--- src/hdl/ddrwl_pkg.sv ---
package ddrwl_pkg;

   // ---------------------------------------------------------------
   // Clock and timing
   // ---------------------------------------------------------------
   localparam int CLK_PERIOD_PS  = 4000;   // 250 MHz core clock
   localparam int FB_DELAY_NS    = 8;      // feedback_delay, longest
   localparam int FB_DELAY_CYC   = (FB_DELAY_NS * 1000 / CLK_PERIOD_PS)
                                   < 1 ? 1 :
                                   (FB_DELAY_NS * 1000 / CLK_PERIOD_PS);
   localparam int MOD_DELAY_CK   = 12;     // mode_update_delay, link clocks
   localparam int MRD_GAP_CK     = 4;      // mode_cmd_gap, link clocks
   localparam int BURST_CK_FULL  = 4;      // eight beats, two per clock
   localparam int BURST_CK_CHOP  = 2;      // four beats

   // ---------------------------------------------------------------
   // Register map (byte addresses)
   // ---------------------------------------------------------------
   localparam logic [7:0] REG_STATUS = 8'h00;
   localparam logic [7:0] REG_LAT    = 8'h04;
   localparam logic [7:0] REG_TRP    = 8'h08;
   localparam logic [7:0] REG_MODE   = 8'h0C;
   localparam logic [3:0] LAT_AL_RST = 4'h0;
   localparam logic [3:0] LAT_CL_RST = 4'h5;
   localparam logic [7:0] TRP_RST    = 8'h0B;

   // ---------------------------------------------------------------
   // Mode register fields
   // ---------------------------------------------------------------
   localparam logic [2:0] MR_PRIMARY = 3'h0;
   localparam logic [2:0] MR_AUX     = 3'h1;
   localparam int LEVEL_EN_POS = 7;        // level_enable_bit
   localparam int OUT_OFF_POS  = 12;       // output_off_bit
   localparam int BURST_SEL    = 12;       // burst_select_line
   localparam int AUTO_PRE_POS = 10;       // auto / all-bank precharge
   localparam logic [1:0] BL_FIXED8 = 2'h0;
   localparam logic [1:0] BL_OTF    = 2'h1;

   // ---------------------------------------------------------------
   // Commands {cs_n, ras_n, cas_n, we_n}
   // ---------------------------------------------------------------
   localparam logic [3:0] CMD_NOP = 4'h7;
   localparam logic [3:0] CMD_ACT = 4'h3;
   localparam logic [3:0] CMD_RD  = 4'h5;
   localparam logic [3:0] CMD_WR  = 4'h4;
   localparam logic [3:0] CMD_PRE = 4'h2;
   localparam logic [3:0] CMD_MRS = 4'h0;

   typedef struct packed {
      logic [3:0]  cmd;
      logic [2:0]  ba;
      logic [14:0] addr;
      logic        term;
   } ddrwl_cmd_t;

endpackage

--- src/hdl/ddrwl_top.sv ---
// Register access over Wishbone and the placing of the registers are this design's own decisions.
`timescale 1ns/1ps
// Overview of operation
// - level_enable_bit enters and leaves leveling mode
// - Leveling: term_ctl switches strobe termination only
// - Data lines undefined until leveling feedback
// - Strobe rise samples clock, fed back on data
// - Activate opens row in selected bank
// - Precharge closes rows, ready after row_close_time
// - Other-bank access allowed during auto precharge
// - Precharge to idle bank restarts its period
// - burst_select_line picks chopped or full burst
// - Full burst on the fly needs fixed/otf field
module ddrwl_top
   import ddrwl_pkg::*;
#(
   parameter int NBANK = 8
) (
   input  wire logic        clk_i,
   input  wire logic        rst_i,
   input  wire logic        wb_cyc_i,
   input  wire logic        wb_stb_i,
   input  wire logic        wb_we_i,
   input  wire logic [7:0]  wb_adr_i,
   input  wire logic [31:0] wb_dat_i,
   input  wire logic [3:0]  wb_sel_i,
   output logic      [31:0] wb_dat_o,
   output logic             wb_ack_o,
   input  wire logic        ck_i,
   input  wire logic        cs_n_i,
   input  wire logic        ras_n_i,
   input  wire logic        cas_n_i,
   input  wire logic        we_n_i,
   input  wire logic [2:0]  ba_i,
   input  wire logic [14:0] addr_i,
   input  wire logic        term_ctl_i,
   input  wire logic        strobe_i,
   output logic      [7:0]  dq_o,
   output logic             dq_oe_o,
   output logic             dq_undef_o,
   output logic             strobe_term_o,
   output logic             dq_term_o,
   output logic             rd_start_o,
   output logic             rd_chop_o,
   output logic             rd_active_o
);

   // ---------------------------------------------------------------
   // Input synchronisers
   // ---------------------------------------------------------------
   ddrwl_cmd_t pin_q1, pin_q2;
   logic       ck_q1, ck_q2, ck_q3;
   logic       stb_q1, stb_q2, stb_q3;

   // Two flops on every pin; ck and strobe get a third flop whose output also feeds the edge detectors
   always_ff @(posedge clk_i) begin
      if (rst_i) begin
         pin_q1 <= '0;
         pin_q2 <= '0;
         ck_q1  <= 1'b0;
         ck_q2  <= 1'b0;
         ck_q3  <= 1'b0;
         stb_q1 <= 1'b0;
         stb_q2 <= 1'b0;
         stb_q3 <= 1'b0;
      end else begin
         pin_q1 <= '{cmd: {cs_n_i, ras_n_i, cas_n_i, we_n_i},
                     ba: ba_i, addr: addr_i, term: term_ctl_i};
         pin_q2 <= pin_q1;
         ck_q1  <= ck_i;
         ck_q2  <= ck_q1;
         ck_q3  <= ck_q2;
         stb_q1 <= strobe_i;
         stb_q2 <= stb_q1;
         stb_q3 <= stb_q2;
      end
   end

   logic ck_rise;
   logic stb_rise;
   logic [3:0] cmd;
   logic [2:0] bank;
   assign ck_rise  = ck_q2 & ~ck_q3;
   assign stb_rise = stb_q2 & ~stb_q3;
   // Deselect folds into no-operation
   assign cmd      = pin_q2.cmd[3] ? CMD_NOP : pin_q2.cmd;
   assign bank     = pin_q2.ba;

   // ---------------------------------------------------------------
   // Mode registers and leveling state
   // ---------------------------------------------------------------
   logic [14:0] primary_mode_reg_q;
   logic [14:0] aux_mode_reg_q;
   logic        level_q;
   logic        is_mrs;
   assign is_mrs = ck_rise && cmd == CMD_MRS;

   // Mode register set writes the register the bank lines pick
   always_ff @(posedge clk_i) begin
      if (rst_i) begin
         primary_mode_reg_q <= '0;
         aux_mode_reg_q     <= '0;
         level_q            <= 1'b0;
      end else if (is_mrs) begin
         if (bank == MR_PRIMARY)
            primary_mode_reg_q <= pin_q2.addr;
         if (bank == MR_AUX) begin
            aux_mode_reg_q <= pin_q2.addr;
            level_q        <= pin_q2.addr[LEVEL_EN_POS];
         end
      end
   end

   // Termination: leveling keeps data lines unterminated
   always_ff @(posedge clk_i) begin
      if (rst_i) begin
         strobe_term_o <= 1'b0;
         dq_term_o     <= 1'b0;
      end else if (ck_rise) begin
         strobe_term_o <= pin_q2.term;
         dq_term_o     <= level_q ? 1'b0 : pin_q2.term;
      end
   end

   // ---------------------------------------------------------------
   // Leveling feedback
   // ---------------------------------------------------------------
   logic [7:0] fb_cnt_q;
   logic       fb_val_q;
   logic       fb_live_q;
   logic       fb_out_q;
   logic [7:0] mod_cnt_q;
   logic       exit_mrs;
   assign exit_mrs = is_mrs && bank == MR_AUX && level_q &&
                     !pin_q2.addr[LEVEL_EN_POS];

   // Strobe rise latches the clock level, then waits feedback_delay
   always_ff @(posedge clk_i) begin
      if (rst_i) begin
         fb_cnt_q  <= '0;
         fb_val_q  <= 1'b0;
         fb_live_q <= 1'b0;
         fb_out_q  <= 1'b0;
      end else if (!level_q || exit_mrs) begin
         fb_cnt_q  <= '0;
         fb_live_q <= 1'b0;
      end else if (stb_rise) begin
         fb_val_q <= ck_q2;
         fb_cnt_q <= 8'(FB_DELAY_CYC);
      end else if (fb_cnt_q != '0) begin
         fb_cnt_q <= fb_cnt_q - 8'h01;
         if (fb_cnt_q == 8'h01) begin
            fb_live_q <= 1'b1;
            fb_out_q  <= fb_val_q;
         end
      end
   end

   // Exit holds data undefined for mode_update_delay clocks
   always_ff @(posedge clk_i) begin
      if (rst_i)
         mod_cnt_q <= '0;
      else if (exit_mrs)
         mod_cnt_q <= 8'(MOD_DELAY_CK);
      else if (ck_rise && mod_cnt_q != '0)
         mod_cnt_q <= mod_cnt_q - 8'h01;
   end

   // Data pins: feedback on all bits, no read strobe needed
   always_ff @(posedge clk_i) begin
      if (rst_i) begin
         dq_o       <= '0;
         dq_oe_o    <= 1'b0;
         dq_undef_o <= 1'b0;
      end else begin
         dq_o       <= {8{fb_out_q}};
         dq_oe_o    <= level_q && fb_live_q &&
                       !aux_mode_reg_q[OUT_OFF_POS];
         dq_undef_o <= (level_q && !fb_live_q) ||
                       mod_cnt_q != '0;
      end
   end

   // ---------------------------------------------------------------
   // Bank state
   // ---------------------------------------------------------------
   logic [NBANK-1:0] open_q;
   logic [14:0]      row_q [NBANK];
   logic [7:0]       rp_cnt_q [NBANK];
   logic [7:0]       trp_q;
   logic             is_col;
   logic             auto_pre;
   assign is_col   = ck_rise && (cmd == CMD_RD || cmd == CMD_WR);
   assign auto_pre = is_col && pin_q2.addr[AUTO_PRE_POS] &&
                     open_q[bank];

   // Bank may be activated once idle and its period expired
   function automatic logic bank_ready(input logic [7:0] cnt,
                                       input logic       is_open);
      bank_ready = !is_open && cnt == 8'h00;
   endfunction

   logic act_ok;
   assign act_ok = ck_rise && cmd == CMD_ACT && !level_q &&
                   bank_ready(rp_cnt_q[bank], open_q[bank]);

   // Open and close rows, run precharge periods per bank
   always_ff @(posedge clk_i) begin
      if (rst_i) begin
         open_q <= '0;
         for (int i = 0; i < NBANK; i++) begin
            row_q[i]    <= '0;
            rp_cnt_q[i] <= '0;
         end
      end else begin
         for (int i = 0; i < NBANK; i++) begin
            if (ck_rise && rp_cnt_q[i] != '0)
               rp_cnt_q[i] <= rp_cnt_q[i] - 8'h01;
            // Precharge to one or all banks; restarts the period
            if (ck_rise && cmd == CMD_PRE && !level_q &&
                (pin_q2.addr[AUTO_PRE_POS] || bank == 3'(i))) begin
               open_q[i]   <= 1'b0;
               rp_cnt_q[i] <= trp_q;
            end
            // Auto precharge only touches its own bank
            if (auto_pre && bank == 3'(i)) begin
               open_q[i]   <= 1'b0;
               rp_cnt_q[i] <= trp_q;
            end
            if (act_ok && bank == 3'(i)) begin
               open_q[i] <= 1'b1;
               row_q[i]  <= pin_q2.addr;
            end
         end
      end
   end

   // ---------------------------------------------------------------
   // Read burst timing
   // ---------------------------------------------------------------
   logic [3:0] al_q;
   logic [3:0] cl_q;
   logic [5:0] rl_cnt_q;
   logic [3:0] beat_cnt_q;
   logic       chop_pend_q;
   logic       col_chop;
   logic       rd_ok;
   logic       cmd_err_q;

   // Chop unless full burst chosen on the fly in fixed/otf field
   assign col_chop = !(pin_q2.addr[BURST_SEL] &&
                       (primary_mode_reg_q[1:0] == BL_FIXED8 ||
                        primary_mode_reg_q[1:0] == BL_OTF));
   // Reads to other banks pass during auto precharge
   assign rd_ok = is_col && cmd == CMD_RD && open_q[bank] &&
                  !level_q;

   // Latency countdown then burst window
   always_ff @(posedge clk_i) begin
      if (rst_i) begin
         rl_cnt_q    <= '0;
         beat_cnt_q  <= '0;
         chop_pend_q <= 1'b0;
         rd_start_o  <= 1'b0;
         rd_chop_o   <= 1'b0;
         rd_active_o <= 1'b0;
      end else begin
         rd_start_o <= 1'b0;
         if (rd_ok) begin
            rl_cnt_q    <= 6'(al_q) + 6'(cl_q);
            chop_pend_q <= col_chop;
         end else if (ck_rise && rl_cnt_q != '0) begin
            rl_cnt_q <= rl_cnt_q - 6'h01;
            if (rl_cnt_q == 6'h01) begin
               rd_start_o  <= 1'b1;
               rd_chop_o   <= chop_pend_q;
               rd_active_o <= 1'b1;
               beat_cnt_q  <= chop_pend_q ? 4'(BURST_CK_CHOP)
                                          : 4'(BURST_CK_FULL);
            end
         end else if (ck_rise && beat_cnt_q != '0) begin
            beat_cnt_q <= beat_cnt_q - 4'h1;
            if (beat_cnt_q == 4'h1)
               rd_active_o <= 1'b0;
         end
      end
   end

   // ---------------------------------------------------------------
   // Register bus slave
   // ---------------------------------------------------------------
   logic wb_req;
   logic wb_wr;
   logic bad_cmd;
   assign wb_req = wb_cyc_i && wb_stb_i && !wb_ack_o;
   assign wb_wr  = wb_req && wb_we_i;

   // Misuse seen on the link: flags it rather than acting on it, except that auto precharge during leveling still closes its bank
   assign bad_cmd = ck_rise && (
      (level_q && cmd != CMD_NOP && cmd != CMD_MRS) ||
      (cmd == CMD_ACT && !level_q && !act_ok) ||
      (is_col && !open_q[bank]));

   // Latency and precharge period are software settings
   always_ff @(posedge clk_i) begin
      if (rst_i) begin
         al_q  <= LAT_AL_RST;
         cl_q  <= LAT_CL_RST;
         trp_q <= TRP_RST;
      end else if (wb_wr) begin
         if (wb_adr_i == REG_LAT && wb_sel_i[0]) begin
            al_q <= wb_dat_i[3:0];
            cl_q <= wb_dat_i[7:4];
         end
         if (wb_adr_i == REG_TRP && wb_sel_i[0])
            trp_q <= wb_dat_i[7:0];
      end
   end

   // Sticky error; a new error wins over a clear in the same cycle
   always_ff @(posedge clk_i) begin
      if (rst_i)
         cmd_err_q <= 1'b0;
      else if (bad_cmd)
         cmd_err_q <= 1'b1;
      else if (wb_wr && wb_adr_i == REG_STATUS && wb_sel_i[0] &&
               wb_dat_i[0])
         cmd_err_q <= 1'b0;
   end

   // One-cycle ack, registered read data; unmapped reads as zero
   always_ff @(posedge clk_i) begin
      if (rst_i) begin
         wb_ack_o <= 1'b0;
         wb_dat_o <= '0;
      end else begin
         wb_ack_o <= wb_req;
         wb_dat_o <= '0;
         if (wb_req && !wb_we_i) begin
            unique case (wb_adr_i)
               REG_STATUS: wb_dat_o <= {16'h0000, open_q,
                                        4'h0, dq_undef_o,
                                        strobe_term_o, level_q,
                                        cmd_err_q};
               REG_LAT:    wb_dat_o <= {24'h000000, cl_q, al_q};
               REG_TRP:    wb_dat_o <= {24'h000000, trp_q};
               REG_MODE:   wb_dat_o <= {1'b0, aux_mode_reg_q,
                                        1'b0, primary_mode_reg_q};
               default:    wb_dat_o <= '0;
            endcase
         end
      end
   end

endmodule

--- config.mk ---
export PLATFORM = sky130hd
export DESIGN_NAME = ddrwl_top
export DESIGN_NICKNAME = d
export VERILOG_FILES = /design/src/hdl/ddrwl_pkg.sv /design/src/hdl/ddrwl_top.sv
export SDC_FILE = /design/constraint.sdc
export NUM_CORES = 1
export LEC_CHECK = 0
export BUFFER_PORTS_ARGS = -buffer_cell sky130_fd_sc_hd__buf_2
export CORE_ASPECT_RATIO = 0.5
export CORE_MARGIN = 3
export CORE_UTILIZATION = 40
export CTS_BUF_LIST = sky130_fd_sc_hd__clkbuf_4 sky130_fd_sc_hd__clkbuf_8 sky130_fd_sc_hd__clkbuf_16
export DETAILED_ROUTE_END_ITERATION = 8
export GPL_TIMING_DRIVEN = 1
export HOLD_SLACK_MARGIN = 0.08
export PLACE_DENSITY = 0.67
export SLEW_MARGIN = 20
export SYNTH_ARGS = -nofsm -noshare
export SYNTH_HDL_FRONTEND = slang
export SYNTH_SLANG_ARGS = --single-unit
--- constraint.sdc ---
create_clock -name clk_i -period 5.03 [get_ports clk_i]
set_clock_uncertainty 0.1 [all_clocks]
set_input_delay 0.7545 -clock clk_i [delete_from_list [all_inputs] [get_ports clk_i]]
set_output_delay 0.7545 -clock clk_i [all_outputs]
set_load 0.1 [all_outputs]
==> out/qor.txt, run 1 <==
status = completed
crit path kind = flop to flop
CTS root buffer = clkbuf_16
Syn Area/Cell = 9.87 um2
Die Ht = 123 um
layout net count = 1282
via/cell ratio = 5.26
Via Count = 8130
maximum VDD drop = 0.177 mV
leak pwr = 5.05 nW
layout cell share with drive strength beyond 1 = 0.152
Final WS setup = 1.71 ns
post-synth top area share = 0.324
H-tree levels = 1
First DRT Iteration DRCs = 638
clock latency on the worst-skew pair = 0.52 ns
Max-Cap Viols = 0
final core area utilization = 0.466
vias in the first global route = 7939
I/O Pins = 122
largest net degree at the start of global routing = 100
Hold WC Path Type = flop to flop
die area = 29500 um2
Initial Utilization = 0.410
Power Total = 4.15 mW
Setup TNS = 0 ns
area growth from synthesis to layout = 13.5%
clock-pin slew on the worst setup and hold paths = 0.07 ns
Hold Fails Final Rpt = 0
startpoint types = flop
fraction of registers with async set/reset = 0
Routed Wire Length = 25500 um
CP Capture Type = flop
global placement routability congestion = 0.899
Rows = 42
CP arrival = 3.45 ns
Mapped Area = 11000 um2
dpl ws = 1.63 ns
actual slew at the worst max-slew pin = 0.976 ns
leading area contributor after synthesis = dfxtp_1
DRC viols = 0
part of the cycle the worst path needs = 0.661
P per Cell Area = 334 nW/um2
Placeable Area = 26700 um2
FF-to-FF setup slack = 1.71 ns
Worst Path Max Fanout = 16
minimum clock period = 3.32 ns
clk sinks = 241
global-route wire length before repair = 40800 um
grt ovf = 0
top-count cell post-synth = dfxtp_1
DRT Pass-1 Iters = 5
Distinct cells, synth = 71
clock buffer depth = 3
Post-CTS Hold Buffers = 0
Post-synth EDFFs = 64
Setup violations, final = 0
post-CTS sizing = 0
IO Port Bufs = 93
register area share after synthesis = 0.499
Slew HR = 0.347
Num CTS Buffers = 23
top_reg_cell synth = dfxtp_1
routed wire length per instance = 16.5 um
FMAX = 0.301 GHz
RSZ-0062 raised after global routing = no
DP HPWL = 18000 um
Worst EP required = 5.15 ns
Post-synth top cells = dfxtp_1 (177), nor2_1 (135), nand2_1 (127), nor2b_1 (67), edfxtp_1 (64)
total track usage = 0.171
Inserted Diodes = 0
number of warnings issued by yosys = 0
Syn Nets = 1214
Setup Buffers After CTS = 0
Die Wd = 240 um
final slew viol count = 0
Synth Register Bits = 241
synth top area cells = dfxtp_1 (32%), edfxtp_1 (18%), mux2i_1 (5.7%), nor2_1 (4.6%), nand2_1 (4.4%)
initial antenna violation count = 0
CTS tree = done
Post-Syn Instances = 1109
Final ANT Viol Nets = 0
-- state kept, by name, summed over array words and instances (netlist names), 8 cells and up --
signal / flops
primary_mode_reg_q: 15
fb_cnt_q: 8
rp_cnt_q: 64
aux_mode_reg_q: 15
pin_q1: 23
pin_q2: 20
trp_q: 8
wb_dat_o: 31
mod_cnt_q: 8
open_q: 8
-- cell usage in the layout (no fill, tap or decap), types with 35 or more instances in the layout --
cell type,synthesis,routed
edfxtp_1,64,64
mux2i_1,62,62
inv_1,35,35
nor2b_1,67,66
xor2_1,39,39
nand2_1,127,127
nor2_1,135,135
dfxtp_1,177,177
buf_2,13,92
a21oi_1,35,35
-- critical path, stage by stage (launching register included) --
cell and delay (ns):
dfxtp_1 0.78, mux2i_1 0.18, a22oi_1 0.29, a41o_1 0.48
o21a_1 0.55, nor2_1 0.17, o21ai_0 0.25, buf_4 0.25
-- cells by family after synthesis --
kind of cell / Yosys count / share of synthesized area
buffers and inverters: 92 / 0.0361
AO/OA/AOI/OAI: 149 / 0.100
AND/OR/NAND/NOR: 457 / 0.204
XOR/XNOR: 62 / 0.0496
multiplexers: 76 / 0.0752
other: 1 / 0.000342
flip-flops: 241 / 0.499
adder cells (fa/ha/maj): 31 / 0.0361
-- worst paths after layout --
check,cells after the start,end,startpoint
setup / recovery,7,rp_cnt_q[2][4],bank[0]
hold / removal,1,stb_q2,stb_q1
setup reg to reg,7,rp_cnt_q[2][4],bank[0]
hold reg to reg,1,stb_q2,stb_q1
-- per-stage QoR --
| step | instances | cell area [um2] | hold slack [ns] |
|---|---|---|---|
| 2_1_floorplan | 1109 | 11000 | 0.312 |
| 5_1_grt | 1546 | 12400 | 0.348 |
| 3_5_place_dp | 1504 | 11600 | 0.327 |
| 4_1_cts | 1546 | 12400 | 0.335 |
| 3_3_place_gp | 1504 | 11600 | 0.322 |
| 6_report | 1546 | 12400 | 0.340 |
-- per-layer routing --
metal	GRT usage	vias to the layer above	share of wire
met5	0	-	0
met4	0.0517	0	0.026
met3	0.0265	41	0.044
met2	0.293	202	0.47
met1	0.225	3904	0.46
li1	-	3983	-
-- final cells by class --
class                      count  area (um2)
clock buffer                  32         662
clock inverter                10         118
fill                        2481       14300
inverter                      35         131
multi-input combinational    776        5090
sequential                   241        5470
tap                          352         440
timing repair buffer         100         520
-- power breakdown --
| part | internal (mW) | total [mW] | switching [mW] | leakage (nW) |
|---|---|---|---|---|
| logic | 0.108 | 0.272 | 0.165 | 2.56 |
| registers | 2.06 | 2.11 | 0.0552 | 2.10 |
| clock network | 1.03 | 1.77 | 0.734 | 0.390 |
No activity file was read; power rests on OpenSTA's default activity.
==> run 2, diff against run 1 <==
==> constraint.sdc (replaced) <==
create_clock -name clk_i -period 3.4 [get_ports clk_i]
set_clock_uncertainty 0.1 [all_clocks]
set_input_delay 0.51 -clock clk_i [delete_from_list [all_inputs] [get_ports clk_i]]
set_output_delay 0.51 -clock clk_i [all_outputs]
set_load 0.1 [all_outputs]
==> run 2 against run 1 <==
Against the previous run:
- global-route usage rose by 0.14 points
- critical path type unchanged
- combinational power rose by 51%
- final cell count rose by 1.2%
- highest routed layer unchanged
- worst setup slack got worse by 1.1 ns
- sequential share of layout area fell by 0.54 points
==> out/qor.txt, run 2 (same netlist as run 1, synthesis figures left out) <==
P per Cell Area = 488 nW/um2
minimum clock period = 2.83 ns
First DRT Iteration DRCs = 479
clock latency on the worst-skew pair = 0.52 ns
layout cell share with drive strength beyond 1 = 0.162
met2 WL = 12700 um
Die Ht = 123 um
clk sinks = 241
Max-Cap Viols = 0
Initial Utilization = 0.410
vias in the first global route = 7867
Die Wd = 240 um
maximum VDD drop = 0.322 mV
met1 WL = 11800 um
clock-pin slew on the worst setup and hold paths = 0.07 ns
routed wire length per instance = 16.7 um
max reg flops = 64
RSZ-0062 raised after global routing = no
global placement routability congestion = 0.889
clock buffer depth = 3
via/cell ratio = 5.22
Final ANT Viol Nets = 0
DP HPWL = 19000 um
DRC viols = 0
final slew viol count = 0
Finished Layout Cells = 1564
Worst Path Max Fanout = 8
global-route wire length before repair = 41100 um
Inst Count DP = 1521
highest-count cells in the layout ignoring fill and taps = dfxtp_1 (177), nor2_1 (135), nand2_1 (127)
biggest regs = rp_cnt_q (64), wb_dat_o (31), pin_q1 (23)
DRT Pass-1 Iters = 8
grt ovf = 0
CP Capture Type = flop
Rows = 42
I/O Pins = 122
startpoint types = flop
leak pwr = 5.14 nW
Inserted Diodes = 0
CTS tree = done
top routing layer in use = met4
Worst EP required = 3.57 ns
met3 wire length = 1110 um
Num CTS Buffers = 23
Slew HR = 0.308
Hold WC Path Type = input port to flop
Setup TNS = 0 ns
die area = 29500 um2
Setup violations, final = 0
Via Count = 8168
area growth from synthesis to layout = 14.9%
FMAX = 0.353 GHz
Power Total = 6.15 mW
largest net degree at the start of global routing = 105
total track usage = 0.173
Most flops, register = rp_cnt_q
H-tree levels = 1
crit path kind = flop to flop
part of the cycle the worst path needs = 0.834
FILL cells = 2513
initial antenna violation count = 0
Placeable Area = 26700 um2
layout net count = 1301
most common cell after layout, fill and taps aside = dfxtp_1
status = completed
Routed Wire Length = 26100 um
CTS root buffer = clkbuf_16
CP arrival = 3.00 ns
actual slew at the worst max-slew pin = 1.04 ns
IO Port Bufs = 93
Hold Fails Final Rpt = 0
[run 2: layout make-up]
cell class	count	area, um2	share of cell area
flip-flops and latches	241	5470	0.434
multi-input cells	776	5090	0.404
clock buffers	33	694	0.0552
repair buffers	119	668	0.0531
well taps	352	440	0.0350
inverters	35	131	0.0104
clock inverters	8	93.8	0.00746
[run 2: critical path, cell delays in order, from the launching register on]
cell,delay (ns)
dfxtp_1,0.37
or4b_1,0.52
nor3_1,0.22
and2_1,0.45
o21ai_2,0.21
nor2_2,0.33
mux2_2,0.37
[run 2: repair_timing]
item,in CTS,in global routing
setup buffers,0,0
hold buffers,1,1
gates resized for setup,0,0
hold endpoints to repair,1,1
[run 2: path summary, 6_finish.rpt]
path | slack (ns) | cells past startpoint | start | to
worst max-delay path | 0.57 | 6 | pin_q2[21] | rp_cnt_q[5][6]
worst min-delay path | 0.1 | 2 | addr_i[9] | pin_q1[10]
worst max register to register | 0.57 | 6 | pin_q2[21] | rp_cnt_q[5][6]
worst min register to register | 0.33 | 1 | pin_q1[4] | pin_q2[4]
[run 2: per-stage QoR]
stage	hold WS (ns)	utilization	instance area (um2)	setup slack, ns
floorplan	0.312	-	11000	0.936
global placement	0.324	0.441	11800	0.661
detailed placement	0.320	0.441	11800	0.559
CTS	0.0802	0.471	12600	0.539
global route	0.0896	0.471	12600	0.412
finish	0.0993	0.471	12600	0.566
[run 2: report_power, final]
part           total, mW  internal (mW)  switching [mW]
Clock               2.61           1.51            1.10
Combinational      0.412          0.163           0.249
Sequential          3.12           3.04          0.0806
Total               6.15           4.72            1.43
[run 2: metal layers]
| layer | global-route usage | vias to the layer above |
|---|---|---|
| met4 | 0.0424 | 0 |
| met2 | 0.302 | 157 |
| met5 | 0 | - |
| met1 | 0.225 | 3951 |
| li1 | - | 4015 |
| met3 | 0.0292 | 45 |
==> run 3, diff against run 2 <==
--- a/config.mk
+++ b/config.mk
@@ -13,7 +13,7 @@
 export DETAILED_ROUTE_END_ITERATION = 8
 export GPL_TIMING_DRIVEN = 1
 export HOLD_SLACK_MARGIN = 0.08
-export PLACE_DENSITY = 0.67
+export PLACE_DENSITY = 0.69
 export SLEW_MARGIN = 20
 export SYNTH_ARGS = -nofsm -noshare
 export SYNTH_HDL_FRONTEND = slang
==> constraint.sdc (replaced) <==
create_clock -name clk_i -period 2.5 [get_ports clk_i]
set_clock_uncertainty 0.1 [all_clocks]
set_input_delay 0.375 -clock clk_i [delete_from_list [all_inputs] [get_ports clk_i]]
set_output_delay 0.375 -clock clk_i [all_outputs]
set_load 0.1 [all_outputs]
==> run 3 against run 2 <==
Against the previous run:
- final cell count up 4.9%
- register-to-register slack worse by 0.46 ns
- hold slack better by 0.012 ns
- critical path type unchanged
- core utilization up 2.6 points
- first-iteration DRC count up 42%
- count of clock-buffer cells in the layout unchanged
- flip-flop and latch count unchanged
- die area unchanged
- highest routed layer unchanged
- total power up 36%
- sequential share of layout area down 2.2 points
==> out/qor.txt, run 3 (same netlist as run 1, synthesis figures left out) <==
status = completed
clk sinks = 241
crit path kind = flop to flop
DRT Pass-1 Iters = 5
total track usage = 0.180
Final ANT Viol Nets = 0
Setup violations, final = 0
global placement routability congestion = 0.884
clock buffer depth = 3
actual slew at the worst max-slew pin = 0.665 ns
internal power = 6.42 mW
Final Instance Area = 13300 um2
Routed Wire Length = 27300 um
highest-count cells in the layout ignoring fill and taps = dfxtp_1 (177), nor2_1 (134), nand2_1 (127)
CP Capture Type = flop
biggest regs = rp_cnt_q (64), wb_dat_o (31), pin_q1 (23)
Slew HR = 0.551
final slew viol count = 0
I/O Pins = 122
DP HPWL = 19600 um
largest net degree at the start of global routing = 118
layout net count = 1378
die area = 29500 um2
CTS root buffer = clkbuf_16
DRC viols = 0
via/cell ratio = 5.22
Logic pwr share = 0.078
Placeable Area = 26700 um2
clock latency on the worst-skew pair = 0.51 ns
global-route wire length before repair = 42800 um
FMAX = 0.418 GHz
Most flops, register = rp_cnt_q
max reg flops = 64
Rows = 42
Die Ht = 123 um
minimum hold slack = 0.112 ns
maximum VDD drop = 0.447 mV
minimum clock period = 2.39 ns
layout cell share with drive strength beyond 1 = 0.190
Clock power frac = 0.414
startpoint types = flop
switching pwr = 1.94 mW
Initial Utilization = 0.410
H-tree levels = 1
Net Sw Frac = 0.232
Inserted Diodes = 0
final core area utilization = 0.497
grt ovf = 0
Setup TNS = 0 ns
vias in the first global route = 8333
IO Port Bufs = 93
part of the cycle the worst path needs = 0.957
Hold WC Path Type = input port to flop
clock-pin slew on the worst setup and hold paths = 0.07 ns
Worst Path Max Fanout = 11
FILL cells = 2423
Via Count = 8563
RSZ-0062 raised after global routing = no
Post-DP Area = 12100 um2
CTS tree = done
Max-Cap Viols = 0
most common cell after layout, fill and taps aside = dfxtp_1
P per Cell Area = 630 nW/um2
Reg area = 5470 um2
initial antenna violation count = 0
Hold Fails Final Rpt = 0
multi-input logic area = 5120 um2
CP arrival = 2.62 ns
area growth from synthesis to layout = 21.1%
Die Wd = 240 um
Seq pwr share = 0.507
Num CTS Buffers = 23
First DRT Iteration DRCs = 680
leak pwr = 5.50 nW
routed wire length per instance = 16.6 um
Worst EP required = 2.73 ns
run 3: cell count changes in the layout (fill, tap and decap cells not counted), sizes merged:
cell | before | now
buf | 117 | 161
dlygate4sd3 | 2 | 35
run 3: area by class of cell:
cell class	instances	area share
timing repair buffer	196	0.102
clock buffer	33	0.0509
sequential	241	0.412
multi-input combinational	776	0.386
clock inverter	8	0.00575
tap	352	0.0332
inverter	35	0.00990
run 3: critical path, cell delays in order, from the launching register on:
cell	delay (ns)
dfxtp_1	0.31
or4b_1	0.56
nor3_2	0.17
and2_1	0.21
buf_4	0.20
o21a_1	0.17
buf_4	0.21
mux2i_1	0.28
run 3: per-stage QoR:
step,power [mW],cells,setup slack (ns)
after CTS,8.40,1640,0.0268
final,8.36,1641,0.107
after global placement,4.90,1564,0.0940
after detailed placement,4.92,1564,0.0593
after floorplan,4.71,1109,0.0362
after global routing,8.64,1641,0.00343
run 3: path summary, 6_finish.rpt:
kind	slack, ns	start	cells after the start	to
worst max-delay path	0.11	aux_mode_reg_q[7]	7	rp_cnt_q[0][2]
worst min register to register	0.33	pin_q1[13]	1	pin_q2[13]
worst max register to register	0.11	aux_mode_reg_q[7]	7	rp_cnt_q[0][2]
worst min-delay path	0.11	rst_i	2	al_q[1]
run 3: layer usage:
layer	up-vias	routed length [um]	GRT usage
li1	4178	-	-
met5	-	0	0
met3	45	1230	0.0250
met1	4125	12300	0.235
met2	215	13200	0.316
met4	0	602	0.0454
run 3: what timing repair did:
item	4_1_cts	5_1_grt
resized for setup	0	7
endpoints found under the setup margin	0	97
hold buffers	35	0
endpoints found under the hold margin	42	0
buffers inserted	0	1
run 3: power by group through the flow:
stage          Clock, mW  Sequential (mW)  Combinational, mW
6_report            3.46             4.24              0.656
5_1_grt             3.67             4.25              0.719
4_1_cts             3.51             4.24              0.645
3_5_place_dp           0             4.32              0.597
3_3_place_gp           0             4.32              0.580
2_1_floorplan          0             4.32              0.388
